$ cat config.mk
export PLATFORM = sky130hd
export DESIGN_NAME = ctu_edge_timing
export DESIGN_NICKNAME = d
export VERILOG_FILES = /design/src/core/ctu_pkg.sv /design/src/core/ctu_edge_detect.sv /design/src/core/ctu_edge_timing.sv
export SDC_FILE = /design/constraint.sdc
export NUM_CORES = 1
export LEC_CHECK = 0
export BUFFER_PORTS_ARGS = -buffer_cell sky130_fd_sc_hd__buf_4
export CAP_MARGIN = 15
export CORE_ASPECT_RATIO = 1.75
export CORE_MARGIN = 8
export CORE_UTILIZATION = 45
export CTS_CLUSTER_SIZE = 40
export DETAILED_ROUTE_END_ITERATION = 8
export PLACE_DENSITY = 0.82
export REMOVE_ABC_BUFFERS = 1
export SYNTH_ARGS = -nofsm -noshare
export SYNTH_HDL_FRONTEND = slang
export SYNTH_SLANG_ARGS = --single-unit
$ cat constraint.sdc
create_clock -name pclk -period 2 [get_ports pclk]
set_input_delay 0.2 -clock pclk [delete_from_list [all_inputs] [get_ports pclk]]
set_output_delay 0.2 -clock pclk [all_outputs]
set_load 0.02 [all_outputs]
$ cat src/core/ctu_pkg.sv
// Package of register map, field layout and encodings for the edge timing block
package ctu_pkg;
    // Register byte offsets
    localparam logic [11:0] EDGE_CONTROL_OFF = 12'h000;
    localparam logic [11:0] CURRENT_CONTROL_OFF = 12'h004;
    localparam logic [11:0] IRQ_STATUS_OFF = 12'h008;
    localparam logic [11:0] IRQ_CLEAR_OFF = 12'h00c;
    localparam logic [11:0] IRQ_ENABLE_OFF = 12'h010;
    // Edge control field positions
    localparam int ENABLE_BIT = 15;
    localparam int TIME_GEN_BIT = 12;
    localparam int EDGE_EN_BIT = 11;
    localparam int ORDER_EN_BIT = 10;
    localparam int SECOND_POL_BIT = 7;
    localparam int SECOND_SRC_LSB = 5;
    localparam int FIRST_POL_BIT = 4;
    localparam int FIRST_SRC_LSB = 2;
    localparam int SECOND_FLAG_BIT = 1;
    localparam int FIRST_FLAG_BIT = 0;
    // Current control field positions
    localparam int TRIM_LSB = 10;
    localparam int RANGE_LSB = 8;
    // Writable bits of edge control (bits 14 and status bits excluded)
    localparam logic [15:0] EDGE_CONTROL_WMASK = 16'hbffc;
    localparam logic [15:0] EDGE_CONTROL_RESET = 16'h0000;
    localparam logic [15:0] CURRENT_CONTROL_WMASK = 16'hff00;
    localparam logic [15:0] CURRENT_CONTROL_RESET = 16'h0000;
    // Source selector encoding
    typedef enum logic [1:0] {
        CTU_SRC_TIMER = 2'h0,
        CTU_SRC_COMPARE = 2'h1,
        CTU_SRC_PIN_B = 2'h2,
        CTU_SRC_PIN_A = 2'h3
    } ctu_src_t;
endpackage

$ cat src/core/ctu_edge_detect.sv
// Per-channel source selection and polarity edge detector
`timescale 1ns/1ps
module ctu_edge_detect (
    input wire logic pclk,
    input wire logic presetn,
    input wire logic [1:0] sel,
    input wire logic pol,
    input wire logic [3:0] sources,
    output logic event_pulse
);
    typedef struct packed {
        logic prev;
        logic primed;
    } ctu_det_state_t;

    ctu_det_state_t st_r;
    ctu_det_state_t st_nxt;
    logic cur;

    always_comb begin
        // Sources are ordered so the selector indexes them directly
        cur = sources[sel];
        st_nxt.prev = cur;
        st_nxt.primed = 1'b1;
        // Polarity high: rising edge counts; low: falling edge
        if (pol) begin
            event_pulse = st_r.primed & cur & ~st_r.prev;
        end else begin
            event_pulse = st_r.primed & ~cur & st_r.prev;
        end
    end

    always_ff @(posedge pclk or negedge presetn) begin
        if (!presetn) begin
            st_r <= '0;
        end else begin
            st_r <= st_nxt;
        end
    end
endmodule

$ cat src/core/ctu_edge_timing.sv
// Edge timing control: APB registers, edge channels, flags and interrupt
// Notes on behaviour
// Two-bit selector: pin A, pin B, compare, timer
// Second-edge event sets flag bit one
// First-edge event sets flag bit zero
// Software routes pins before enabling time generation
// Trim and range in high byte, low zero
// Polarity bit picks rising or falling edge
// Ordered mode: second edge needs first flag
// Trim field is a signed current adjustment
// Range field selects base current multiple
`timescale 1ns/1ps
module ctu_edge_timing (
    input wire logic pclk,
    input wire logic presetn,
    input wire logic psel,
    input wire logic penable,
    input wire logic pwrite,
    input wire logic [11:0] paddr,
    input wire logic [31:0] pwdata,
    output logic [31:0] prdata,
    output logic pready,
    output logic pslverr,
    input wire logic edge_pin_a,
    input wire logic edge_pin_b,
    input wire logic output_compare_unit,
    input wire logic timer_unit,
    output logic unit_enable,
    output logic time_generation_enable,
    output logic signed [5:0] current_trim,
    output logic [1:0] current_range,
    output logic irq
);
    typedef struct packed {
        logic [15:0] edge_control;
        logic [15:0] current_control;
        logic [1:0] irq_status;
        logic [1:0] irq_enable;
        logic [31:0] rdata;
    } ctu_state_t;

    ctu_state_t st_r;
    ctu_state_t st_nxt;
    logic [3:0] sources;
    logic first_ev;
    logic second_ev;
    logic second_ok;
    logic wr;
    logic rd;
    logic hit;
    logic [15:0] wdata16;

    // Index order matches the selector codes
    assign sources = {edge_pin_a, edge_pin_b, output_compare_unit,
        timer_unit};

    ctu_edge_detect u_first (
        .pclk(pclk),
        .presetn(presetn),
        .sel(st_r.edge_control[ctu_pkg::FIRST_SRC_LSB +: 2]),
        .pol(st_r.edge_control[ctu_pkg::FIRST_POL_BIT]),
        .sources(sources),
        .event_pulse(first_ev)
    );

    ctu_edge_detect u_second (
        .pclk(pclk),
        .presetn(presetn),
        .sel(st_r.edge_control[ctu_pkg::SECOND_SRC_LSB +: 2]),
        .pol(st_r.edge_control[ctu_pkg::SECOND_POL_BIT]),
        .sources(sources),
        .event_pulse(second_ev)
    );

    // Zero-wait slave; every access completes in its access phase
    assign pready = 1'b1;
    assign wr = psel & penable & pwrite;
    assign rd = psel & ~penable & ~pwrite;
    assign wdata16 = pwdata[15:0];
    assign hit = (paddr == ctu_pkg::EDGE_CONTROL_OFF)
        | (paddr == ctu_pkg::CURRENT_CONTROL_OFF)
        | (paddr == ctu_pkg::IRQ_STATUS_OFF)
        | (paddr == ctu_pkg::IRQ_CLEAR_OFF)
        | (paddr == ctu_pkg::IRQ_ENABLE_OFF);
    assign pslverr = psel & penable & ~hit;
    assign prdata = st_r.rdata;

    assign unit_enable = st_r.edge_control[ctu_pkg::ENABLE_BIT];
    // Pin routing is software's job before this is set
    assign time_generation_enable =
        st_r.edge_control[ctu_pkg::TIME_GEN_BIT];
    // Two's complement: 6'h1f max up, 6'h20 max down
    assign current_trim =
        st_r.current_control[ctu_pkg::TRIM_LSB +: 6];
    assign current_range =
        st_r.current_control[ctu_pkg::RANGE_LSB +: 2];
    assign irq = |(st_r.irq_status & st_r.irq_enable);

    always_comb begin
        logic edges_on;
        logic set_first;
        logic set_second;
        edges_on = st_r.edge_control[ctu_pkg::ENABLE_BIT]
            & st_r.edge_control[ctu_pkg::EDGE_EN_BIT];
        st_nxt = st_r;
        // Ordered mode blocks a second edge until the first is seen
        second_ok = ~st_r.edge_control[ctu_pkg::ORDER_EN_BIT]
            | st_r.edge_control[ctu_pkg::FIRST_FLAG_BIT];
        set_first = edges_on & first_ev;
        set_second = edges_on & second_ev & second_ok;
        if (wr) begin
            case (paddr)
                ctu_pkg::EDGE_CONTROL_OFF: begin
                    // Flags are writable too, so software can clear them
                    st_nxt.edge_control = wdata16
                        & (ctu_pkg::EDGE_CONTROL_WMASK | 16'h0003);
                end
                ctu_pkg::CURRENT_CONTROL_OFF: begin
                    st_nxt.current_control = wdata16
                        & ctu_pkg::CURRENT_CONTROL_WMASK;
                end
                ctu_pkg::IRQ_CLEAR_OFF: begin
                    st_nxt.irq_status = st_r.irq_status & ~pwdata[1:0];
                end
                ctu_pkg::IRQ_ENABLE_OFF: begin
                    st_nxt.irq_enable = pwdata[1:0];
                end
                default: begin
                end
            endcase
        end
        // Hardware set wins over a clear in the same cycle
        if (set_first) begin
            st_nxt.edge_control[ctu_pkg::FIRST_FLAG_BIT] = 1'b1;
            st_nxt.irq_status[0] = 1'b1;
        end
        if (set_second) begin
            st_nxt.edge_control[ctu_pkg::SECOND_FLAG_BIT] = 1'b1;
            st_nxt.irq_status[1] = 1'b1;
        end
        // Read data registered in setup, valid in the access phase
        if (rd) begin
            case (paddr)
                ctu_pkg::EDGE_CONTROL_OFF: begin
                    st_nxt.rdata = {16'h0000, st_r.edge_control};
                end
                ctu_pkg::CURRENT_CONTROL_OFF: begin
                    st_nxt.rdata = {16'h0000,
                        st_r.current_control & 16'hff00};
                end
                ctu_pkg::IRQ_STATUS_OFF: begin
                    st_nxt.rdata = {30'h00000000, st_r.irq_status};
                end
                ctu_pkg::IRQ_ENABLE_OFF: begin
                    st_nxt.rdata = {30'h00000000, st_r.irq_enable};
                end
                default: begin
                    st_nxt.rdata = 32'h00000000;
                end
            endcase
        end
    end

    always_ff @(posedge pclk or negedge presetn) begin
        if (!presetn) begin
            st_r.edge_control <= ctu_pkg::EDGE_CONTROL_RESET;
            st_r.current_control <= ctu_pkg::CURRENT_CONTROL_RESET;
            st_r.irq_status <= 2'h0;
            st_r.irq_enable <= 2'h0;
            st_r.rdata <= 32'h00000000;
        end else begin
            st_r <= st_nxt;
        end
    end
endmodule

# After elaboration in Yosys (flattened, before gate mapping)
# Index checks and enable logic that the tools add are counted.
# W data, S select, Z words.
[classes]
n_reduce_logical = 15
bitwise = 33
eq_ne = 4
mux = 16
order_cmp = 2
[ops]
columns = ["cell", "n"]
rows = [
  ["$pmux W16 S4", 1],
  ["$eq A12 B4 Y1 const B", 2],
  ["$mux W22", 1],
  ["$and A1 B1 Y1", 17],
  ["$mux W16", 1],
  ["$reduce_and A2 Y1", 7],
  ["$eq A12 B3 Y1 const B", 1],
  ["$eq A12 B5 Y1 const B", 1],
  ["$logic_not A12 Y1", 1],
  ["$reduce_bool A2 Y1", 6],
  ["$mux W1", 8],
  ["$not A1 Y1", 8],
  ["$lt A2 B3 Y1 const B", 2],
  ["$mux W2", 3],
  ["$or A1 B1 Y1", 5],
  ["$and A2 B2 Y2", 2],
  ["$bmux W1 S2", 2],
  ["$not A2 Y2", 1],
  ["$reduce_or A2 Y1", 1],
]
[word_totals]
word_cells = 81
inputBits = 53
ff_bits = 62

# Depth between registers and ports, before layout
# Gate-level depths: netlist of run 1.
[depth]
depth_word = 10
mapped_depth = 6
ltp_nobuf = 4

# Cells and area by module
# A second synthesis of run 1 with hierarchy kept.
[unflattened]
hier_cells = 211
hier_area_um2 = 2401.1
[by_module_without_submodules]
columns = ["module", "cells_per_inst", "area_per_inst_um2", "instances"]
rows = [
  ["ctu_edge_timing", 197, 2200.9, 1],
  ["ctu_edge_detect", 7, 100.1, 2],
]

# Worst setup path after synthesis of run 1
# No wires, ideal clock.
[synth_timing]
path_kind = "input port to flip-flop"
start = "input paddr[9]"
end = "register st_r[57] (netlist bit)"
stages = 5
setup_slack_ps = 3
n_path_buf = 1
arrival_ps = 1872
path_cell_list = "or4_4 -> or4_4 -> nor2_8 -> buf_12 -> mux2_4"
[synth_between]
elab_chain_cells = 2
[synth_rtl]
columns = ["element", "line_no", "text"]
rows = [
  ["start, declared", "ctu_edge_timing.sv:19", "input wire logic [11:0] paddr,"],
  ["$logic_not A12 Y1", "ctu_edge_timing.sv:112", "case (paddr)"],
  ["$reduce_and A2 Y1 (no source line)", "n/a", ""],
  ["end signal, assigned", "ctu_edge_timing.sv:172", "st_r <= st_nxt;"],
  ["end, declared", "ctu_edge_timing.sv:42", "ctu_state_t st_r;"],
]
# Every way passes these cells.
# A chain may end at the register's enable or synchronous reset.

# Final worst setup path of run 1
[layout_timing]
start = "input paddr[9]"
end = "register st_r (netlist bit time_generation_enable)"
# Same word-level chain as after synthesis.

==> flow_summary_export.csv, run 1 <==
group,metric,value,unit
power,pwr-share-seq,0.526,
sta,setup_tns,0,ns
clock_tree,numCtsBuffers,5,
synth,seq_area_frac_synth,0.476,
status,status,"complete, no violations",
clock_tree,cts_tree,"yes",
sta,rsz0062_at_grt,"false",
sta,finalHoldViolCount,0,
synth,synth_edf_count,0,
worst_hold_path,hold_class,"input pin to flop",
synth,ys_warn_count,0,
clock_tree,cts.clk_slew.worst_paths,0.09,ns
synth,synth_top_area_share,0.476,
route,drt_wl_total,5490,um
clock_tree,cts_root_buf,"clkbuf_8",
floorplanning,io_pins,98,
flow_run,drv_cap,0,
route,vias,1642,
sta,max_freq,546,MHz
layout,layout_commonest_cell,"buf_4",
layout,syn2layout_area_growth,18.9,%
setup_path,worstPathRequired,2.18,ns
route,route.detailed.wl_per_inst,17.4,um
setup_path,crit_arrival,2.01,ns
sta,period_needed,1.83,ns
floorplanning,num_rows,35,
synth,syn_avg_cell_area,11.6,sq um
synth,mappedNetlistArea,2420,sq um
sta,maxSlewViolCount,0,
clock_tree,clock_path_buffers,2,
clock_tree,clkLatencyLatePin,0.30,ns
layout,fillers,453,
global_route,grt_pass1_wl,8970,um
global_route,gr-usage-all-layers,0.142,
synth,syn_inst,209,
global_route,grt_pass1_vias,1901,
sta,clock_skew,0.0127,ns
sta,post-route-period-util,0.916,
route,ant_nets,0,
setup_path,crit_type,"input pin to flop",
placed_design,gp_congestion,0.796,
route,via_per_inst,5.20,
sta,worst_pin_slew,0.577,ns
synth,synth_cell_types,36,
placed_design,placed_cell_area,2760,sq um
power,p_clk_frac,0.382,
placed_design,dp.cells,307,
power,intPower,1.37,mW
placed_design,io_buffers,64,
floorplanning,die_w,71.4,um
synth,synth_seq_cells,46,
clock_tree,htreeDepth,2,
power,powerDensity,617,nW/um^2
sta,slew_headroom,0.616,
floorplanning,core,5210,sq um
setup_path,end_kind,"flop",
power,vdd.ir_drop.worst,0.423,mV
route,drt_iter0_drc,70,
global_route,antenna_found_initial,0,
synth,ys.flop_type,"dfrtp_1",
layout,layout.nets,313,
global_route,grt_max_degree,47,
layout,finalInstanceArea,2880,sq um
layout,n_antenna_cell,0,
setup_path,crit_fanout,5,
route,firstDrtPassIters,4,
layout,layout_common_cells,"74 x buf_4, 46 x dfrtp_1, 18 x conb_1",
sta,finalSetupViolCount,0,
floorplanning,die_h,113,um
power,switching_power,401,uW
setup_path,startpoint_type,"input pin",
power,p_leak,1.49,nW
clock_tree,cts.sinks,46,
layout,fin_cells,316,
power,switching_share,0.226,
route,drc_errors,0,
global_route,grt-ovfl-total,0,
floorplanning,start_util,0.464,
synth,async_flop_share,1.00,
clock_tree,ctsResizeCount,0,
power,p_comb_frac,0.092,
placed_design,dp_hpwl,4190,um
floorplanning,die-area,8070,sq um
synth,yosys-top-cells-area,"dfrtp_1 48%, buf_4 13%, mux2_2 6.5%",
synth,yosysTopAreaCell,"dfrtp_1",
layout,drive_gt1_frac,0.437,
-- cell usage after synthesis (2+ instances only) --
master and count:
a21oi_1 5, clkbuf_1 2, nor2_1 6, a22o_1 8, o21ai_0 11, nand2b_1 2, mux2_2 14, mux2_4 9
or4_4 3, conb_1 2, o31ai_1 2, nand2_1 16, buf_6 2, nor4_1 2, mux4_2 2, inv_1 3
buf_4 41, mux2i_1 10, nand3_1 7, dfrtp_1 46
-- cells by family (layout without fill, tap and decap cells) --
family | Yosys count | count (layout) | share of synthesized area
buffers and inverters | 51 | 87 | 0.156
AND/OR/NAND/NOR | 47 | 47 | 0.110
flip-flops | 46 | 46 | 0.476
multiplexers | 35 | 35 | 0.181
AO/OA/AOI/OAI | 28 | 28 | 0.0745
other | 2 | 18 | 0.00310
-- stage by stage --
stage	total power, mW	setup slack (ns)	utilization	hold slack, ns
6_report	1.78	0.168	0.552	0.122
5_1_grt	1.85	0.0841	0.552	0.108
4_1_cts	1.79	0.171	0.552	0.114
3_5_place_dp	1.11	-0.141	0.529	0.237
3_3_place_gp	1.11	-0.123	0.529	0.231
2_1_floorplan	1.01	-0.0211	-	-0.0956
-- routing by layer --
layer	vias up	global-route usage	wire length (um)	share of wire
met3	9	0.0505	462	0.084
met1	808	0.140	1980	0.36
met5	-	0	0	0
met4	0	0.0727	112	0.020
met2	58	0.251	2940	0.54
li1	767	-	-	-
-- registers in the layout, summed over array words and instances (netlist names) --
name                    cells
current_range               2
current_trim                6
prdata                     16
st_r                       17
time_generation_enable      1
u_first.st_r                1
u_second.st_r               2
unit_enable                 1
-- critical path: stages --
cell    delay [ns]
buf_4         0.11
or4_4         0.53
or4_4         0.57
nor2_8        0.12
buf_4         0.18
mux2_4        0.31
-- final cells by class --
cell class / count / area (sq um) / share of cell area
well taps: 55 / 68.8 / 0.0239
inverters: 3 / 11.3 / 0.00391
repair buffers: 76 / 586 / 0.203
multi-input cells: 128 / 951 / 0.330
clock buffers: 6 / 72.6 / 0.0252
flip-flops and latches: 46 / 1150 / 0.400
clock inverters: 2 / 37.5 / 0.0130
-- power by group through the flow --
stage	Clock, mW	Combinational, mW	Sequential [mW]
after floorplan	0	0.0571	0.953
after detailed placement	0	0.161	0.953
after CTS	0.698	0.163	0.935
final	0.678	0.163	0.935
after global placement	0	0.158	0.953
after global routing	0.735	0.179	0.935
-- path summary, 6_finish.rpt --
path	from	end	slack, ns	cells after the start
max	paddr[9]	time_generation_enable$_DFFE_PN0P_	0.17	6
min	pwdata[7]	st_r[59]$_DFFE_PN0P_	0.12	2
max reg2reg	st_r[54]$_DFFE_PN0P_	st_r[52]$_DFFE_PN0P_	0.23	4
min reg2reg	prdata[8]$_DFFE_PN0P_	prdata[8]$_DFFE_PN0P_	0.49	2
max in group asynchronous	presetn	prdata[3]$_DFFE_PN0P_	1.16	2
min in group asynchronous	presetn	current_trim[4]$_DFFE_PN0P_	0.43	2
-- what timing repair did --
item,in CTS,in global routing
setup buffers,0,0
hold endpoints to repair,46,0
hold buffers,1,0
Note: power is estimated with default switching activity, not from simulation.
==> inputs of run 2 (changes only) <==
- GPL_TIMING_DRIVEN: default -> 0
==> flow_summary_export.csv, run 2 (synthesized netlist as in run 1, its figures left out) <==
group,metric,value,unit
layout,layout.nets,302,
status,status,"complete, no violations",
floorplanning,num_rows,35,
clock_tree,cts_root_buf,"clkbuf_8",
placed_design,dp_hpwl,4050,um
route,firstDrtPassIters,4,
sta,finalSetupViolCount,0,
route,drt_wl_total,5390,um
clock_tree,clock_path_buffers,2,
power,power,1.77,mW
setup_path,worstPathRequired,2.19,ns
power,intPower,1.36,mW
setup_path,crit_fanout,14,
placed_design,gp_congestion,0.784,
layout,layout_common_cells,"64 x buf_4, 46 x dfrtp_1, 18 x conb_1",
worst_hold_path,whs_endpoint,"st_r[59]$_DFFE_PN0P_",
layout,n_antenna_cell,0,
layout,drive_gt1_frac,0.416,
route,drc_errors,0,
layout,fillers,448,
route,vias,1607,
flow_run,drv_cap,0,
layout,top_register,"st_r",
floorplanning,start_util,0.464,
clock_tree,numCtsBuffers,5,
sta,slew_headroom,0.541,
setup_path,end_kind,"flop",
sta,maxSlewViolCount,0,
power,switching_power,406,uW
global_route,grt-ovfl-total,0,
setup_path,startpoint_type,"input pin",
worst_hold_path,hold_class,"input pin to flop",
clock_tree,cts.sinks,46,
layout,layout_commonest_cell,"buf_4",
setup_path,rr_worst_depth,4,
clock_tree,clkLatencyLatePin,0.30,ns
route,ant_nets,0,
setup_path,r2r-end,"st_r[52]$_DFFE_PN0P_",
clock_tree,cts_hold_buf,1,
global_route,grt_pass1_wl,8650,um
global_route,grt_pass1_vias,1794,
worst_hold_path,hold_depth,2,
power,switching_share,0.229,
clock_tree,cts_setup_buffers,0,
route,drt_iter0_drc,69,
global_route,grt_max_degree,47,
floorplanning,die_h,113,um
sta,worst_pin_slew,0.687,ns
placed_design,io_buffers,64,
global_route,antenna_found_initial,0,
clock_tree,ctsResizeCount,0,
setup_path,crit_type,"input pin to flop",
setup_path,crit_arrival,2.12,ns
power,p_comb_frac,0.088,
setup_path,r2r_slack,0.24,ns
layout,syn2layout_area_growth,14.9,%
clock_tree,cts.clk_slew.worst_paths,0.09,ns
layout,largest_reg_flops,17,
sta,period_needed,1.94,ns
power,vdd.ir_drop.worst,0.438,mV
floorplanning,die-area,8070,sq um
clock_tree,htreeDepth,2,
power,powerDensity,637,nW/um^2
worst_hold_path,min_from,"pwdata[7]",
power,p_leak,1.44,nW
setup_path,critPathLaunch,"paddr[9]",
floorplanning,io_pins,98,
sta,finalHoldViolCount,0,
sta,max_freq,517,MHz
clock_tree,cts_tree,"yes",
global_route,gr-usage-all-layers,0.138,
sta,hold_slack,0.123,ns
power,p_clk_frac,0.384,
floorplanning,die_w,71.4,um
route,via_per_inst,5.27,
power,pwr-share-seq,0.528,
floorplanning,core,5210,sq um
setup_path,r2r_start,"st_r[54]$_DFFE_PN0P_",
route,route.detailed.wl_per_inst,17.7,um
sta,post-route-period-util,0.968,
sta,rsz0062_at_grt,"false",
sta,clock_skew,0.0104,ns
[run 2: changes by cell type in the layout (fill, tap and decap cells not counted)]
cell | previous run | this run
clkinvlp_4 | 1 | 0
buf_12 | 1 | 0
buf_4 | 74 | 64
clkbuf_1 | 1 | 0
clkinv_2 | 0 | 2
[run 2: worst max path at each step]
stage | to | slack (ns) | depth (start not counted)
floorplan | st_r[54]$_DFFE_PN0P_ | -0.02 | 4
global placement | st_r[54]$_DFFE_PN0P_ | -0.24 | 5
detailed placement | st_r[55]$_DFFE_PN0P_ | -0.25 | 5
CTS | st_r[55]$_DFFE_PN0P_ | 0.07 | 5
global route | st_r[55]$_DFFE_PN0P_ | 0.03 | 5
finish | st_r[55]$_DFFE_PN0P_ | 0.06 | 5
[run 2: metal layers]
metal	up-vias	wire length, um	global-route usage
met5	-	0	0
met1	784	2070	0.137
met2	63	2730	0.234
met3	12	425	0.0531
met4	0	160	0.0867
li1	748	-	-
[run 2: power by group through the flow]
stage | Sequential (mW) | Clock [mW] | Combinational (mW)
2_1_floorplan | 0.953 | 0 | 0.0571
3_3_place_gp | 0.953 | 0 | 0.152
3_5_place_dp | 0.953 | 0 | 0.154
4_1_cts | 0.935 | 0.696 | 0.156
5_1_grt | 0.935 | 0.723 | 0.171
6_report | 0.935 | 0.680 | 0.156
[run 2: critical path: stages]
cell and delay [ns]:
buf_4 0.11, or4_4 0.54, or4_4 0.58, nor2_8 0.31, mux2_2 0.38
[run 2: layout make-up]
class	instances	area [sq um]	area share
clock inverter	3	40.0	0.0144
inverter	3	11.3	0.00405
multi-input combinational	128	951	0.342
sequential	46	1150	0.414
tap	55	68.8	0.0247
timing repair buffer	65	490	0.176
clock buffer	5	68.8	0.0247
[run 2: stage by stage]
step                      std cells  worst slack [ns]  utilization  TNS [ns]  cell area (sq um)
after CTS                       305            0.0674        0.534         0               2780
after detailed placement        296            -0.254        0.511     -3.83               2660
final                           305            0.0646        0.534         0               2780
after global routing            305            0.0273        0.534         0               2780
after floorplan                 177           -0.0211            -   -0.0845               2110
after global placement          296            -0.240        0.511     -3.63               2660
==> inputs of run 3 (changes only) <==
- CORE_ASPECT_RATIO: 1.75 -> default
==> flow_summary_export.csv, run 3 (synthesized netlist as in run 1, its figures left out) <==
group,metric,value,unit
status,status,"complete, no violations",
layout,finalCoreUtilization,0.542,
route,drt_wl_total,5070,um
power,p_leak,1.42,nW
setup_path,startpoint_type,"input pin",
route,via_per_inst,4.93,
layout,finalInstanceArea,2790,sq um
setup_path,path_cells,"buf_4, or4_4, or4_4, nor2_8, mux2_2",
placed_design,placed_cell_area,2680,sq um
route,vias,1576,
setup_path,crit_arrival,2.13,ns
clock_tree,numCtsBuffers,5,
sta,setup_tns,0,ns
setup_path,r2r-end,"st_r[52]$_DFFE_PN0P_",
clock_tree,cts_setup_buffers,0,
sta,rsz0062_at_grt,"false",
layout,fin_cells,320,
floorplanning,die-area,7980,sq um
global_route,grt-ovfl-total,0,
floorplanning,die_w,89.3,um
placed_design,io_buffers,64,
floorplanning,start_util,0.471,
floorplanning,io_pins,98,
worst_hold_path,min_from,"pwdata[5]",
sta,fin_ws,0.0519,ns
global_route,grt_pass1_vias,1688,
setup_path,rr_worst_depth,4,
setup_path,cp_common_cell,"or4_4",
setup_path,cp_top_family,"simple AND/OR/NAND/NOR gates",
layout,layout_commonest_cell,"buf_4",
clock_tree,clock_path_buffers,2,
sta,period_needed,1.95,ns
setup_path,crit_type,"input pin to flop",
power,powerDensity,600,nW/um^2
sta,worst_pin_slew,0.699,ns
sta,slew_headroom,0.533,
clock_tree,clkLatencyLatePin,0.29,ns
clock_tree,cts_tree,"yes",
floorplanning,core,5140,sq um
power,vdd.ir_drop.worst,0.376,mV
worst_hold_path,whs_endpoint,"st_r[57]$_DFFE_PN0P_",
placed_design,dp.cells,311,
setup_path,r2r_start,"st_r[54]$_DFFE_PN0P_",
setup_path,slowest_delay,0.58,ns
route,route.detailed.wl_per_inst,15.8,um
sta,maxSlewViolCount,0,
layout,largest_reg_flops,17,
setup_path,crit_fanout,14,
layout,top_register,"st_r",
global_route,gr-usage-all-layers,0.132,
setup_path,end_kind,"flop",
layout,drive_gt1_frac,0.416,
flow_run,drv_cap,0,
worst_hold_path,hold_depth,2,
route,drt_iter0_drc,49,
route,drc_errors,0,
layout,fillers,488,
placed_design,dp_hpwl,3850,um
clock_tree,cts.sinks,46,
floorplanning,num_rows,26,
clock_tree,cts_root_buf,"clkbuf_8",
global_route,grt_max_degree,47,
setup_path,slowest_stage,"or4_4",
setup_path,worstPathRequired,2.18,ns
sta,post-route-period-util,0.974,
sta,max_freq,513,MHz
global_route,antenna_found_initial,0,
sta,finalHoldViolCount,0,
layout,n_antenna_cell,0,
route,firstDrtPassIters,4,
sta,clock_skew,0.00731,ns
clock_tree,cts.clk_slew.worst_paths,0.08,ns
layout,layout.nets,302,
setup_path,r2r_slack,0.22,ns
floorplanning,die_h,89.3,um
layout,syn2layout_area_growth,15.1,%
placed_design,gp_congestion,0.794,
sta,finalSetupViolCount,0,
placed_design,post-place-ws,-0.278,ns
route,ant_nets,0,
global_route,grt_pass1_wl,8090,um
layout,layout_common_cells,"64 x buf_4, 46 x dfrtp_1, 18 x conb_1",
worst_hold_path,hold_class,"input pin to flop",
setup_path,crit_buf_inv,1,
clock_tree,htreeDepth,2,
[run 3: cell types whose count changed in the layout (fill, tap and decap cells not counted), sizes merged]
cell      delta
bufinv       -1
clkbuf       +1
clkinv       -1
clkinvlp     +1
[run 3: power breakdown]
part	internal, mW	leakage [nW]	switching, mW
logic	0.0640	0.752	0.0924
clock network	0.278	0.0472	0.304
registers	0.933	0.626	0.00156
total	1.27	1.42	0.398
[run 3: how the worst max path moves through the flow]
stage	startpoint	slack (ns)	cells past startpoint	end
3_5_place_dp	paddr[9]	-0.28	5	st_r[55]$_DFFE_PN0P_
3_3_place_gp	paddr[9]	-0.26	5	unit_enable$_DFFE_PN0P_
5_1_grt	paddr[9]	0.02	5	st_r[56]$_DFFE_PN0P_
2_1_floorplan	paddr[9]	-0.02	4	st_r[54]$_DFFE_PN0P_
4_1_cts	paddr[9]	0.05	5	st_r[56]$_DFFE_PN0P_
6_report	paddr[9]	0.05	5	st_r[55]$_DFFE_PN0P_
[run 3: layout make-up]
type,instances,area (sq um),share of cell area
sequential,46,1150,0.413
tap,70,87.6,0.0314
timing repair buffer,65,490,0.176
clock buffer,6,82.6,0.0296
multi-input combinational,128,951,0.341
clock inverter,2,12.5,0.00449
inverter,3,11.3,0.00404
[run 3: routing by layer]
metal,vias to the layer above,GRT usage,wire (um),part of all wire
met3,2,0.0404,407,0.080
met2,50,0.224,2560,0.51
met4,0,0.0363,15,0.0030
met1,778,0.158,2090,0.41
met5,-,0,0,0
li1,746,-,-,-
[run 3: stage by stage]
step / total power, mW / hold WS [ns]
finish: 1.67 / 0.131
global route: 1.76 / 0.113
CTS: 1.69 / 0.119
detailed placement: 1.11 / 0.239
global placement: 1.11 / 0.241
floorplan: 1.01 / -0.0956
[run 3: worst reg2reg max path, delay by kind of cell, from the launching register on]
kind	cells	cell delay (ns)
AOI/OAI and AO/OA	2	0.29
DFF	1	0.40
and+or+nand+nor	1	0.45
muxes	1	0.55
[run 3: what timing repair did]
| action | in CTS | in global routing |
|---|---|---|
| gates resized for setup | 0 | 0 |
| hold endpoints to repair | 46 | 0 |
| setup endpoints to repair | 0 | 0 |
| hold buffers | 1 | 0 |
